$ cat src/rtl/chsc_pkg.sv
// Package: constants, register map and types of the configurable fast counter
package chsc_pkg;

	localparam int NCH = 4;

	// Timebase derivation
	localparam int CLK_FREQ_HZ = 200_000_000;
	localparam int TICK_MS     = 1;
	localparam int TICK_CYCLES_DEF = CLK_FREQ_HZ / 1000 * TICK_MS;
	localparam int LOSS_MS_DEF = 100;

	// Register map, byte addresses
	localparam logic [11:0] ADDR_GLOBAL = 12'h000;
	localparam logic [11:0] ADDR_STATUS = 12'h004;
	localparam logic [4:0]  CH_PAGE     = 5'h02;   // paddr[11:7] of channel page 0x100..0x17F
	localparam logic [2:0]  CH_CFG      = 3'h0;
	localparam logic [2:0]  CH_TIMEBASE = 3'h1;
	localparam logic [2:0]  CH_LIMITS   = 3'h2;
	localparam logic [2:0]  CH_PRESETS  = 3'h3;
	localparam logic [2:0]  CH_PRELOAD  = 3'h4;
	localparam logic [2:0]  CH_ACCUM    = 3'h5;
	localparam logic [2:0]  CH_RATE     = 3'h6;
	localparam logic [2:0]  CH_STROBE   = 3'h7;

	// Global control fields
	localparam int GL_ARR_BIT  = 0;
	localparam int GL_POL_LSB  = 1;
	// Status fields
	localparam int ST_LOST_BIT = 0;
	localparam int ST_LERR_BIT = 1;
	localparam int ST_OUT_LSB  = 4;

	// Reset values
	localparam logic [15:0] TIMEBASE_RST = 16'h03E8;  // 1000 ms
	localparam logic [15:0] HI_LIM_RST   = 16'h7FFF;  // +32767
	localparam logic [15:0] LO_LIM_RST   = 16'h0000;
	localparam logic [15:0] ON_PST_RST   = 16'h7FFF;
	localparam logic [15:0] OFF_PST_RST  = 16'h0000;
	localparam logic [15:0] PRELOAD_RST  = 16'h0000;

	typedef enum logic [1:0] {
		CHSC_NORMAL_POLICY           = 2'b00,
		CHSC_FORCE_OUTPUTS_OFF_POLICY = 2'b01,
		CHSC_FREEZE_POLICY           = 2'b10
	} chsc_policy_t;

	typedef enum logic {
		CHSC_LINK_UP   = 1'b0,
		CHSC_LINK_LOST = 1'b1
	} chsc_link_t;

	// Per-channel configuration word, bit 0 = en
	typedef struct packed {
		logic count_neg;   // bit 6
		logic aux_neg;     // bit 5
		logic strobe_sel;  // bit 4
		logic one_shot;    // bit 3
		logic dir_down;    // bit 2
		logic out_en;      // bit 1
		logic en;          // bit 0
	} chsc_cfg_t;

	localparam chsc_cfg_t CFG_RST = '0;

endpackage

$ cat src/rtl/chsc_top.sv
// Configurable four-channel fast counter unit with APB register access
`timescale 1ns/1ps
`default_nettype none

module chsc_top #(
	parameter int TICK_CYCLES = chsc_pkg::TICK_CYCLES_DEF,
	parameter int LOSS_MS     = chsc_pkg::LOSS_MS_DEF
) (
	input  wire logic        pclk,       // System clock
	input  wire logic        presetn,    // Async reset, active low
	input  wire logic        psel,       // APB select
	input  wire logic        penable,    // APB enable
	input  wire logic        pwrite,     // APB direction
	input  wire logic [11:0] paddr,      // APB byte address
	input  wire logic [31:0] pwdata,     // APB write data
	output logic             pready,     // APB ready
	output logic      [31:0] prdata,     // APB read data
	output logic             pslverr,    // APB error
	input  wire logic [3:0]  count_in,   // Field count inputs
	input  wire logic [3:0]  ctl_in,     // Field strobe or preload inputs
	output logic      [3:0]  count_out   // Comparator outputs
);

	localparam int NIN = 2 * chsc_pkg::NCH;

	// Millisecond tick
	logic [31:0] tick_cnt_reg;
	logic        tick_reg;

	always_ff @(posedge pclk or negedge presetn) begin
		if (!presetn) begin
			tick_cnt_reg <= 32'h0000_0000;
			tick_reg     <= 1'b0;
		end else if (tick_cnt_reg >= 32'(TICK_CYCLES - 1)) begin
			tick_cnt_reg <= 32'h0000_0000;
			tick_reg     <= 1'b1;
		end else begin
			tick_cnt_reg <= tick_cnt_reg + 32'h0000_0001;
			tick_reg     <= 1'b0;
		end
	end

	// Field input conditioning: three flops, change accepted when stages two and three agree
	logic [NIN-1:0] sync1_reg, sync2_reg, sync3_reg, filt_reg, filt_d_reg;
	logic [NIN-1:0] rise, fall;

	always_ff @(posedge pclk or negedge presetn) begin
		if (!presetn) begin
			sync1_reg  <= '0;
			sync2_reg  <= '0;
			sync3_reg  <= '0;
			filt_reg   <= '0;
			filt_d_reg <= '0;
		end else begin
			sync1_reg  <= {ctl_in, count_in};
			sync2_reg  <= sync1_reg;
			sync3_reg  <= sync2_reg;
			filt_reg   <= (sync2_reg & sync3_reg) | (filt_reg & (sync2_reg ^ sync3_reg));
			filt_d_reg <= filt_reg;
		end
	end

	assign rise = filt_reg & ~filt_d_reg;
	assign fall = ~filt_reg & filt_d_reg;

	// APB decode; zero wait states, so every access phase completes
	logic       wr_acc, acc_done, ch_hit, glob_hit, stat_hit, mapped;
	logic [1:0] ch_idx;
	logic [2:0] ch_off;
	logic signed [15:0] new_lo, new_hi;
	logic       lim_ok;

	assign pready   = 1'b1;
	assign acc_done = psel & penable;
	assign wr_acc   = acc_done & pwrite;
	assign ch_hit   = (paddr[11:7] == chsc_pkg::CH_PAGE) && (paddr[1:0] == 2'b00);
	assign ch_idx   = paddr[6:5];
	assign ch_off   = paddr[4:2];
	assign glob_hit = (paddr == chsc_pkg::ADDR_GLOBAL);
	assign stat_hit = (paddr == chsc_pkg::ADDR_STATUS);
	assign mapped   = ch_hit | glob_hit | stat_hit;
	assign new_lo   = pwdata[15:0];
	assign new_hi   = pwdata[31:16];
	assign lim_ok   = new_hi > new_lo;

	// Global control
	logic                   arr_reg;   // 1 = quadrature_plus_single_counter
	chsc_pkg::chsc_policy_t pol_reg;

	always_ff @(posedge pclk or negedge presetn) begin
		if (!presetn) begin
			arr_reg <= 1'b0;
			pol_reg <= chsc_pkg::CHSC_NORMAL_POLICY;
		end else if (wr_acc && glob_hit) begin
			arr_reg <= pwdata[chsc_pkg::GL_ARR_BIT];
			pol_reg <= chsc_pkg::chsc_policy_t'(pwdata[chsc_pkg::GL_POL_LSB +: 2]);
		end
	end

	// Host health: any completed bus access counts as the host being alive
	chsc_pkg::chsc_link_t link_reg;
	logic [15:0]          quiet_ms_reg;

	always_ff @(posedge pclk or negedge presetn) begin
		if (!presetn) begin
			link_reg     <= chsc_pkg::CHSC_LINK_UP;
			quiet_ms_reg <= 16'h0000;
		end else begin
			case (link_reg)
				chsc_pkg::CHSC_LINK_UP: begin
					if (acc_done) begin
						quiet_ms_reg <= 16'h0000;
					end else if (tick_reg) begin
						if (quiet_ms_reg >= 16'(LOSS_MS - 1)) begin
							link_reg <= chsc_pkg::CHSC_LINK_LOST;
						end
						quiet_ms_reg <= quiet_ms_reg + 16'h0001;
					end
				end
				chsc_pkg::CHSC_LINK_LOST: begin
					if (acc_done) begin
						link_reg     <= chsc_pkg::CHSC_LINK_UP;
						quiet_ms_reg <= 16'h0000;
					end
				end
				default: begin
					link_reg     <= chsc_pkg::CHSC_LINK_UP;
					quiet_ms_reg <= 16'h0000;
				end
			endcase
		end
	end

	// Limit error flag: write one to clear; a new rejection in the same cycle wins
	logic lerr_reg, lim_rej;

	assign lim_rej = wr_acc && ch_hit && (ch_off == chsc_pkg::CH_LIMITS) && !lim_ok;

	always_ff @(posedge pclk or negedge presetn) begin
		if (!presetn) begin
			lerr_reg <= 1'b0;
		end else if (lim_rej) begin
			lerr_reg <= 1'b1;
		end else if (wr_acc && stat_hit && pwdata[chsc_pkg::ST_LERR_BIT]) begin
			lerr_reg <= 1'b0;
		end
	end

	// Channel state
	chsc_pkg::chsc_cfg_t cfg_reg [chsc_pkg::NCH];
	logic        [15:0] tb_reg   [chsc_pkg::NCH];
	logic signed [15:0] hi_reg   [chsc_pkg::NCH];
	logic signed [15:0] lo_reg   [chsc_pkg::NCH];
	logic signed [15:0] on_reg   [chsc_pkg::NCH];
	logic signed [15:0] off_reg  [chsc_pkg::NCH];
	logic signed [15:0] pre_reg  [chsc_pkg::NCH];
	logic signed [16:0] acc_reg  [chsc_pkg::NCH];
	logic signed [15:0] rate_reg [chsc_pkg::NCH];
	logic signed [15:0] stb_reg  [chsc_pkg::NCH];
	logic        [3:0]  cmp_out;

	genvar g;
	generate
		for (g = 0; g < chsc_pkg::NCH; g++) begin : g_ch
			logic               wsel, active, quad, step_up, step_dn, aux_edge, cnt_edge;
			logic               q_valid, q_fwd;
			logic signed [16:0] hi_x, lo_x, acc_next, pre_x, lo_new_x, hi_new_x;
			logic signed [15:0] ivl_reg, ivl_next, p_lo, p_hi;
			logic        [15:0] ms_reg;
			logic               lo_is_on, between, eq_in;

			assign wsel   = wr_acc && ch_hit && (ch_idx == 2'(g));
			// Channels two and three are idle when channel one runs in quadrature
			assign active = cfg_reg[g].en && !(arr_reg && (g == 1 || g == 2));
			assign quad   = arr_reg && (g == 0);

			assign cnt_edge = cfg_reg[g].count_neg ? fall[g] : rise[g];
			assign aux_edge = cfg_reg[g].aux_neg ? fall[chsc_pkg::NCH + g]
			                                     : rise[chsc_pkg::NCH + g];

			// Quadrature: exactly one phase changed; a double change is ignored
			assign q_valid = (filt_reg[0] ^ filt_d_reg[0]) ^ (filt_reg[1] ^ filt_d_reg[1]);
			assign q_fwd   = filt_reg[0] ^ filt_d_reg[1];

			always_comb begin
				if (quad) begin
					step_up = active && q_valid && (q_fwd ^ cfg_reg[g].dir_down);
					step_dn = active && q_valid && !(q_fwd ^ cfg_reg[g].dir_down);
				end else begin
					step_up = active && cnt_edge && !cfg_reg[g].dir_down;
					step_dn = active && cnt_edge && cfg_reg[g].dir_down;
				end
			end

			assign hi_x     = 17'(hi_reg[g]);
			assign lo_x     = 17'(lo_reg[g]);
			assign pre_x    = 17'(pre_reg[g]);
			assign lo_new_x = 17'(new_lo);
			assign hi_new_x = 17'(new_hi);

			// Accumulator may sit one count past either limit
			always_comb begin
				acc_next = acc_reg[g];
				if (step_up) begin
					if (acc_reg[g] > hi_x) begin
						acc_next = cfg_reg[g].one_shot ? acc_reg[g] : lo_x;
					end else begin
						acc_next = acc_reg[g] + 17'sd1;
					end
				end else if (step_dn) begin
					if (acc_reg[g] < lo_x) begin
						acc_next = cfg_reg[g].one_shot ? acc_reg[g] : hi_x;
					end else begin
						acc_next = acc_reg[g] - 17'sd1;
					end
				end
			end

			always_ff @(posedge pclk or negedge presetn) begin
				if (!presetn) begin
					cfg_reg[g] <= chsc_pkg::CFG_RST;
					tb_reg[g]  <= chsc_pkg::TIMEBASE_RST;
					on_reg[g]  <= chsc_pkg::ON_PST_RST;
					off_reg[g] <= chsc_pkg::OFF_PST_RST;
					pre_reg[g] <= chsc_pkg::PRELOAD_RST;
				end else if (wsel) begin
					case (ch_off)
						chsc_pkg::CH_CFG:      cfg_reg[g] <= chsc_pkg::chsc_cfg_t'(pwdata[6:0]);
						chsc_pkg::CH_TIMEBASE: tb_reg[g]  <= pwdata[15:0];
						chsc_pkg::CH_PRESETS: begin
							on_reg[g]  <= pwdata[15:0];
							off_reg[g] <= pwdata[31:16];
						end
						chsc_pkg::CH_PRELOAD:  pre_reg[g] <= pwdata[15:0];
						default: ;
					endcase
				end
			end

			always_ff @(posedge pclk or negedge presetn) begin
				if (!presetn) begin
					hi_reg[g] <= chsc_pkg::HI_LIM_RST;
					lo_reg[g] <= chsc_pkg::LO_LIM_RST;
				end else if (wsel && ch_off == chsc_pkg::CH_LIMITS && lim_ok) begin
					hi_reg[g] <= new_hi;
					lo_reg[g] <= new_lo;
				end
			end

			// Host load beats a limit adjust, which beats preload, which beats counting
			always_ff @(posedge pclk or negedge presetn) begin
				if (!presetn) begin
					acc_reg[g] <= 17'sd0;
				end else if (wsel && ch_off == chsc_pkg::CH_ACCUM) begin
					acc_reg[g] <= 17'(signed'(pwdata[15:0]));
				end else if (wsel && ch_off == chsc_pkg::CH_LIMITS && lim_ok
				             && (acc_reg[g] > hi_new_x || acc_reg[g] < lo_new_x)) begin
					acc_reg[g] <= lo_new_x;
				end else if (active && !cfg_reg[g].strobe_sel && aux_edge) begin
					acc_reg[g] <= pre_x;
				end else begin
					acc_reg[g] <= acc_next;
				end
			end

			always_ff @(posedge pclk or negedge presetn) begin
				if (!presetn) begin
					stb_reg[g] <= 16'sd0;
				end else if (active && cfg_reg[g].strobe_sel && aux_edge) begin
					stb_reg[g] <= acc_reg[g][15:0];
				end
			end

			// Rate: net counts in the last completed interval, wrapping signed
			always_comb begin
				ivl_next = ivl_reg;
				if (step_up) begin
					ivl_next = ivl_reg + 16'sd1;
				end else if (step_dn) begin
					ivl_next = ivl_reg - 16'sd1;
				end
			end

			always_ff @(posedge pclk or negedge presetn) begin
				if (!presetn) begin
					ms_reg      <= 16'h0000;
					ivl_reg     <= 16'sd0;
					rate_reg[g] <= 16'sd0;
				end else if (tick_reg && (ms_reg + 16'h0001 >= tb_reg[g])) begin
					// A zero timebase behaves as one millisecond
					ms_reg      <= 16'h0000;
					ivl_reg     <= 16'sd0;
					rate_reg[g] <= ivl_next;
				end else begin
					ms_reg  <= tick_reg ? ms_reg + 16'h0001 : ms_reg;
					ivl_reg <= ivl_next;
				end
			end

			// Preset comparator
			assign lo_is_on = on_reg[g] < off_reg[g];
			assign p_lo     = lo_is_on ? on_reg[g] : off_reg[g];
			assign p_hi     = lo_is_on ? off_reg[g] : on_reg[g];
			assign between  = (acc_reg[g] > 17'(p_lo)) && (acc_reg[g] <= 17'(p_hi))
			                  && !(p_lo < lo_reg[g] && p_hi > hi_reg[g]);
			assign eq_in    = (acc_reg[g] == 17'(on_reg[g]))
			                  && (on_reg[g] >= lo_reg[g]) && (on_reg[g] <= hi_reg[g]);

			always_comb begin
				if (!active || !cfg_reg[g].out_en) begin
					cmp_out[g] = 1'b0;
				end else if (on_reg[g] == off_reg[g]) begin
					cmp_out[g] = eq_in;
				end else if (between) begin
					cmp_out[g] = lo_is_on;
				end else begin
					cmp_out[g] = !lo_is_on;
				end
			end
		end
	endgenerate

	// Output policy while the host is absent
	always_ff @(posedge pclk or negedge presetn) begin
		if (!presetn) begin
			count_out <= 4'h0;
		end else if (link_reg == chsc_pkg::CHSC_LINK_LOST) begin
			case (pol_reg)
				chsc_pkg::CHSC_FORCE_OUTPUTS_OFF_POLICY: count_out <= 4'h0;
				chsc_pkg::CHSC_FREEZE_POLICY:            count_out <= count_out;
				default:                                 count_out <= cmp_out;
			endcase
		end else begin
			count_out <= cmp_out;
		end
	end

	// Read data is captured in the setup phase so it stands through the access phase
	logic [31:0] rd_mux;

	always_comb begin
		rd_mux = 32'h0000_0000;
		if (glob_hit) begin
			rd_mux[chsc_pkg::GL_ARR_BIT] = arr_reg;
			rd_mux[chsc_pkg::GL_POL_LSB +: 2] = pol_reg;
		end else if (stat_hit) begin
			rd_mux[chsc_pkg::ST_LOST_BIT] = (link_reg == chsc_pkg::CHSC_LINK_LOST);
			rd_mux[chsc_pkg::ST_LERR_BIT] = lerr_reg;
			rd_mux[chsc_pkg::ST_OUT_LSB +: 4] = count_out;
		end else if (ch_hit) begin
			case (ch_off)
				chsc_pkg::CH_CFG:      rd_mux[6:0] = cfg_reg[ch_idx];
				chsc_pkg::CH_TIMEBASE: rd_mux[15:0] = tb_reg[ch_idx];
				chsc_pkg::CH_LIMITS:   rd_mux = {hi_reg[ch_idx], lo_reg[ch_idx]};
				chsc_pkg::CH_PRESETS:  rd_mux = {off_reg[ch_idx], on_reg[ch_idx]};
				chsc_pkg::CH_PRELOAD:  rd_mux = 32'(pre_reg[ch_idx]);
				chsc_pkg::CH_ACCUM:    rd_mux = 32'(acc_reg[ch_idx]);
				chsc_pkg::CH_RATE:     rd_mux = 32'(rate_reg[ch_idx]);
				chsc_pkg::CH_STROBE:   rd_mux = 32'(stb_reg[ch_idx]);
				default:               rd_mux = 32'h0000_0000;
			endcase
		end
	end

	always_ff @(posedge pclk or negedge presetn) begin
		if (!presetn) begin
			prdata  <= 32'h0000_0000;
			pslverr <= 1'b0;
		end else if (psel && !penable) begin
			prdata  <= pwrite ? 32'h0000_0000 : rd_mux;
			pslverr <= !mapped
			           || (pwrite && ch_hit && ch_off == chsc_pkg::CH_LIMITS && !lim_ok)
			           || (pwrite && ch_hit && (ch_off == chsc_pkg::CH_RATE
			                                    || ch_off == chsc_pkg::CH_STROBE));
		end
	end

endmodule // chsc_top

`default_nettype wire

$ cat config.mk
export PLATFORM = sky130hd
export DESIGN_NAME = chsc_top
export DESIGN_NICKNAME = d
export VERILOG_FILES = /design/src/rtl/chsc_pkg.sv /design/src/rtl/chsc_top.sv
export SDC_FILE = /design/constraint.sdc
export NUM_CORES = 2
export LEC_CHECK = 0
export BUFFER_PORTS_ARGS = -buffer_cell sky130_fd_sc_hd__buf_2
export CORE_MARGIN = 1
export CORE_UTILIZATION = 58
export CTS_BUF_LIST = sky130_fd_sc_hd__clkbuf_4 sky130_fd_sc_hd__clkbuf_8 sky130_fd_sc_hd__clkbuf_16
export CTS_CLUSTER_DIAMETER = 40
export DETAILED_ROUTE_END_ITERATION = 12
export PLACE_DENSITY = 0.82
export SLEW_MARGIN = 40
export SYNTH_ARGS = -nofsm -noshare
export SYNTH_HDL_FRONTEND = slang
export SYNTH_SLANG_ARGS = --single-unit
$ cat constraint.sdc
create_clock -name pclk -period 12.1 [get_ports pclk]
set_clock_uncertainty 0.1 [all_clocks]
set_input_delay 0.605 -clock pclk [delete_from_list [all_inputs] [get_ports pclk]]
set_output_delay 0.605 -clock pclk [all_outputs]
set_load 0.01 [all_outputs]
### After elaboration in Yosys (flattened, before gate mapping)

Cells that the tools add are included.

| storage, ports and cells | value |
|---|---|
| memory bits (writable) | 0 |
| memories | 0 |
| ROM bits | 0 |
| logic and storage cells | 518 |
| register bits | 867 |
| output and inout bits | 38 |
| bits in latches | 0 |

| operators by class | value |
|---|---|
| add/sub/neg operators | 22 |
| reduce and logical (&&, ||, !) cells | 163 |
| shifts and indexed selects | 0 |
| bitwise gates (word level) | 19 |
| div/mod/pow operators | 0 |
| multiply operators | 0 |
| order comparisons | 52 |
| equal/unequal tests | 33 |
| muxes and demuxes | 142 |

Operators by type and width:

| operator | count |
|---|---|
| 16-bit two-way mux | 47 |
| 17-bit two-way mux | 38 |
| 16-bit binary-select mux with 2-bit select | 8 |
| 17-bit by 16-bit greater-than comparator with 1-bit output | 12 |
| 17-bit by 16-bit < comparator with 1-bit output | 8 |
| 16-bit >= comparator | 8 |
| 16-bit < comparator | 8 |
| 32-bit two-way mux | 3 |
| 16-bit one-hot mux with 6 select lines | 1 |
| 1-bit logical AND | 89 |
| 16-bit by 1-bit adder with 16-bit output, second input constant | 5 |
| 16-bit greater-than comparator | 5 |
| 17-bit by 2-bit adder with 17-bit output, second input constant | 4 |
| 17-bit by 16-bit equality test with 1-bit output | 4 |
| 17-bit by 16-bit <= comparator with 1-bit output | 4 |
| 17-bit by 2-bit subtractor with 17-bit output, second input constant | 4 |
| 16-bit by 2-bit adder with 16-bit output, second input constant | 4 |
| 16-bit equality test | 4 |
| 16-bit <= comparator | 4 |
| 16-bit by 2-bit subtractor with 16-bit output, second input constant | 4 |
| 9-bit one-hot mux with 7 select lines | 1 |
| 7-bit one-hot mux with 8 select lines | 1 |
| 6-bit by 3-bit != test with 1-bit output, second input constant | 8 |
| 17-bit binary-select mux with 2-bit select | 1 |
| other kinds (42) | 156 |

### Logic depth before layout (Yosys ltp)

| logic depth | value |
|---|---|
| word-level depth | 11 |
| depth in mapped cells | 23 |

### Worst setup path before layout

OpenSTA, ideal clock, no wires.

| timing | value |
|---|---|
| path type | reg-to-reg |
| from | reg on_reg[14] (netlist name) |
| to | reg count_out[3] |
| buffers on the path | 2 |
| data arrival time | 4.616 ns |
| data required time | 11.880 ns |
| clock period less this slack | 4.836 ns |
| setup slack | 7.264 ns |
| cell stages (with the launch flop) | 20 |
| path through | dfstp_2 ha_1 a21oi_1 nand2_1 a21o_1 a2111o_1 xor2_1 clkbuf_1 clkbuf_1 mux2_2 ha_1 a21o_1 a21oi_1 o22ai_1 o21bai_1 a21o_1 nor4_1 a31o_2 or3_1 a31o_2 |

| on the way | value |
|---|---|
| word-level cells in the longest chain between the ends | 11 |
| elaborated cells between the ends (all ways) | 23 |
| classes of those cells | order compare: 7; eq/ne: 2; mux: 7; reduce/logical: 7 |

RTL lines:

| element | line | source |
|---|---|---|
| start, declared | chsc_top.sv:154 | `logic signed [15:0] on_reg [chsc_pkg::NCH];` |
| start signal, assigned by index | chsc_top.sv:223 | `on_reg[g] <= chsc_pkg::ON_PST_RST;` |
| start signal, assigned by index | chsc_top.sv:231 | `on_reg[g] <= pwdata[15:0];` |
| 16-bit < comparator | chsc_top.sv:301 | `assign lo_is_on = on_reg[g] < off_reg[g];` |
| 16-bit two-way mux (on tied branches) | chsc_top.sv:302, chsc_top.sv:303 |  |
| 16-bit < comparator or 16-bit greater-than comparator (tied branches) | chsc_top.sv:305 | `&& !(p_lo < lo_reg[g] && p_hi > hi_reg[g]);` |
| 1-bit logical AND | chsc_top.sv:305 |  |
| 1-bit logical NOT | chsc_top.sv:305 |  |
| 1-bit logical AND | chsc_top.sv:305 |  |
| 1-bit two-way mux | chsc_top.sv:314 | `end else if (between) begin` |
| 1-bit two-way mux (*) | chsc_top.sv:312 | `end else if (on_reg[g] == off_reg[g]) begin` |
| 1-bit two-way mux (*) | chsc_top.sv:310 | `if (!active \|\| !cfg_reg[g].out_en) begin` |
| 4-bit one-hot mux with 2 select lines | chsc_top.sv:328 | `case (pol_reg)` |
| 4-bit two-way mux (*) | chsc_top.sv:327 | `end else if (link_reg == chsc_pkg::CHSC_LINK_LOST) begin` |
| end signal, assigned | chsc_top.sv:330 | `chsc_pkg::CHSC_FREEZE_POLICY: count_out <= count_out;` |
| end signal, assigned | chsc_top.sv:331 | `default: count_out <= cmp_out;` |
| end signal, assigned | chsc_top.sv:334 | `count_out <= cmp_out;` |
| end, declared | chsc_top.sv:21 | `output logic [3:0] count_out` |

Mark *: on every way between the ends. The rest lies on a longest branch, timed or not.
A chain may end at the register's enable or synchronous reset.

### Worst setup path in the final report

| timing | value |
|---|---|
| from | reg on_reg[47] (netlist name) |
| to | reg count_out[1] |

Same word-level chain as after synthesis.

==> results_dict.tcl <==
set metrics [dict create \
    synthesis.area_sq_um 66420 \
    hold_violations 0 \
    synthArstFlopShare_pct 100.0 \
    setup_violations 0 \
    largest_reg_flops 68 \
    layout_setup_ws_ns 6.470 \
    core_sq_um 113000 \
    routed_wl_um 311600 \
    drt_pre_antenna_iters 8 \
    gr-total-overflow 0 \
    ys_seq_area_share_pct 32.93 \
    period_minus_slack_ns 5.630 \
    ios 95 \
    place_congestion 1.131 \
    drive_gt1_share_pct 14.91 \
    syn-mean-instance-area_sq_um 9.195 \
    clk_path_buf_depth 3 \
    cts_setup_buffers 0 \
    drtIter0Drc 9527 \
    maxSlewViolCount 0 \
    hold_buffers 9 \
    worstSkewPairLatency_ns 0.82 \
    synth_area_leader_cell "dfrtp_1" \
    hold_ws_ns 0.05252 \
    endpoint_kind "flip-flop" \
    yosysMostFrequentCell "ha_1" \
    cts_root_buffer "clkbuf_16" \
    hp-class "input pin to flip-flop" \
    r2r-end "count_out[1]$_DFFE_PN0P_" \
    die_h_um 340.4 \
    tightestPinTransition_ns 0.9843 \
    synth_edf_count 0 \
    synth_commonest_cells "ha_1, nand2_1, dfrtp_1, o21ai_0, inv_1" \
    status "finished clean" \
    syn-instance-count 7224 \
    ir_drop_uv 148.4 \
    fmax_ghz 0.1776 \
    start_util_pct 58.80 \
    placed_cells 8624 \
    nets 8164 \
    io_buffers 93 \
    wl_per_cell_um 34.90 \
    h-tree-depth 4 \
    synthTopCellsByArea "dfrtp_1, ha_1, dfstp_2" \
    grt_pass1_wl_um 437000 \
    tns_ns 0 \
    rr_worst_depth 18 \
    grt_setup_unrepaired "no" \
    row_count 123 \
    power_density_nw_per_um2 109.7 \
    reg2reg_setup_slack_ns 6.47 \
    r2r-start "on_reg[47]$_DFFE_PN0P_" \
    crit_type "flip-flop to flip-flop" \
    layout.cells.non_filler 8927 \
    cp_data_arrival_time_ns 6.18 \
    critPathLaunch "on_reg[47]$_DFFE_PN0P_" \
    cap_violations 0 \
    syn2layout_area_growth_pct 11.74 \
    p_leak_nw 34.82 \
    min_period_over_period_pct 46.53 \
    tritoncts "built" \
    synth_top_area_share_pct 27.24 \
    clk_pin_slew_worst_paths_ns 0.06 \
    yosysWarnings 0 \
    cp.required_ns 12.65 \
    grt_usage_pct 53.04 \
    place_ws_ns 6.584 \
    dpl.hpwl_um 227000 \
    synth_flop_cell "dfrtp_1" \
    grt_max_degree 140 \
    antenna_found_initial 45 \
    clkSinkCount 867 \
    relSlewSlack_pct 34.38 \
    dieArea_sq_um 115900 \
    grt_pass1_vias 60460 \
    fp.dieW_um 340.4 \
    post_cts_resized 0 \
    setup.worst_path.end "count_out[1]$_DFFE_PN0P_" \
    yosys.cell_types.count 108 \
    cp-start-kind "flip-flop" \
    drtAntennaViolNets 0 \
    cts_buffers 138 \
    drc 0 \
    synth-seq-cells 867 \
    num_vias 64150 \
    detail_route.vias_per_cell 7.187 \
    cp_max_fo 46 \
]
## report_power, final
part / internal (mW) / leakage (nW) / switching (mW)
clock: 2.62 / 2.44 / 1.69
sequential: 2.96 / 11.0 / 0.0568
combinational: 0.257 / 21.4 / 0.563
## routing by layer
layer,track usage [%],wire (um),up-vias,share of wire [%]
met3,23.22,49310,1426,16
li1,-,-,26360,-
met2,72.51,123300,5364,40
met5,1.716,368,-,0.12
met1,66.61,112200,30980,36
met4,37.07,26340,24,8.5
## cells in the final DEF, fill, tap and decap left out, drive strengths merged, types with 177 or more instances in the layout
cell type  synthesis  routed
nor2             458     458
a21oi            291     291
ha               830     830
buf               88     256
nand3            201     201
inv              529     559
nand2            816     816
o21ai            640     640
mux2             177     177
dfrtp            723     723
## critical path: stages (launching register included)
cell and delay, ns:
dfrtp_1 0.54, ha_1 0.62, nand4_1 0.22, nor3_1 0.29, a21boi_2 0.27, or3_1 0.29, xor2_4 0.16, buf_4 0.46
o21ai_0 0.21, ha_1 0.33, a211oi_1 0.12, nand2_1 0.13, nor3b_1 0.06, o32a_1 0.19, nor3_1 0.47, o211ai_1 0.22
or4_1 0.57, xnor2_1 0.16, o21ai_1 0.08
## cell type report
cell class	count	area [sq um]
Tap cell	1500	1877
Inverter	532	1997
Timing Repair Buffer	268	1967
Antenna cell	36	90.09
Multi-Input combinational cell	5470	41400
Fill cell	8861	38740
Clock inverter	94	1303
Clock buffer	160	3716
Sequential cell	867	21880
## through the flow
stage | instance area [sq um] | utilization, % | total power, mW
2_1_floorplan | 66470 | - | 3.477
3_3_place_gp | 68760 | 60.87 | 3.800
3_5_place_dp | 68910 | 61.00 | 3.819
4_1_cts | 74010 | 65.52 | 8.083
5_1_grt | 74150 | 65.64 | 8.289
6_report | 74220 | 65.71 | 8.143
## cells by family after synthesis
family	after synthesis	share of synthesized area, %
other cells	2	0.01131
xor+xnor	329	4.338
flops	867	32.93
mux	441	9.955
compound gates	1736	16.82
buf+inv	900	5.263
simple gates	2119	15.04
fa+ha+maj	830	15.63
## how the worst min path moves through the flow
stage,cells past startpoint,slack [ns],end,start
after floorplan,0,0.21,acc_reg[0]$_DFFE_PN0P_,presetn
after global placement,0,0.23,sync2_reg[6]$_DFF_PN0_,sync1_reg[6]$_DFF_PN0_
after detailed placement,0,0.24,sync2_reg[3]$_DFF_PN0_,sync1_reg[3]$_DFF_PN0_
after CTS,3,0.02,g_ch[1].hi_x[6]$_DFFE_PN1P_,pwdata[22]
after global routing,3,0.06,g_ch[1].hi_x[10]$_DFFE_PN1P_,pwdata[26]
final,3,0.05,g_ch[0].hi_x[2]$_DFFE_PN1P_,pwdata[18]
No activity file was read; power rests on OpenSTA's default activity.
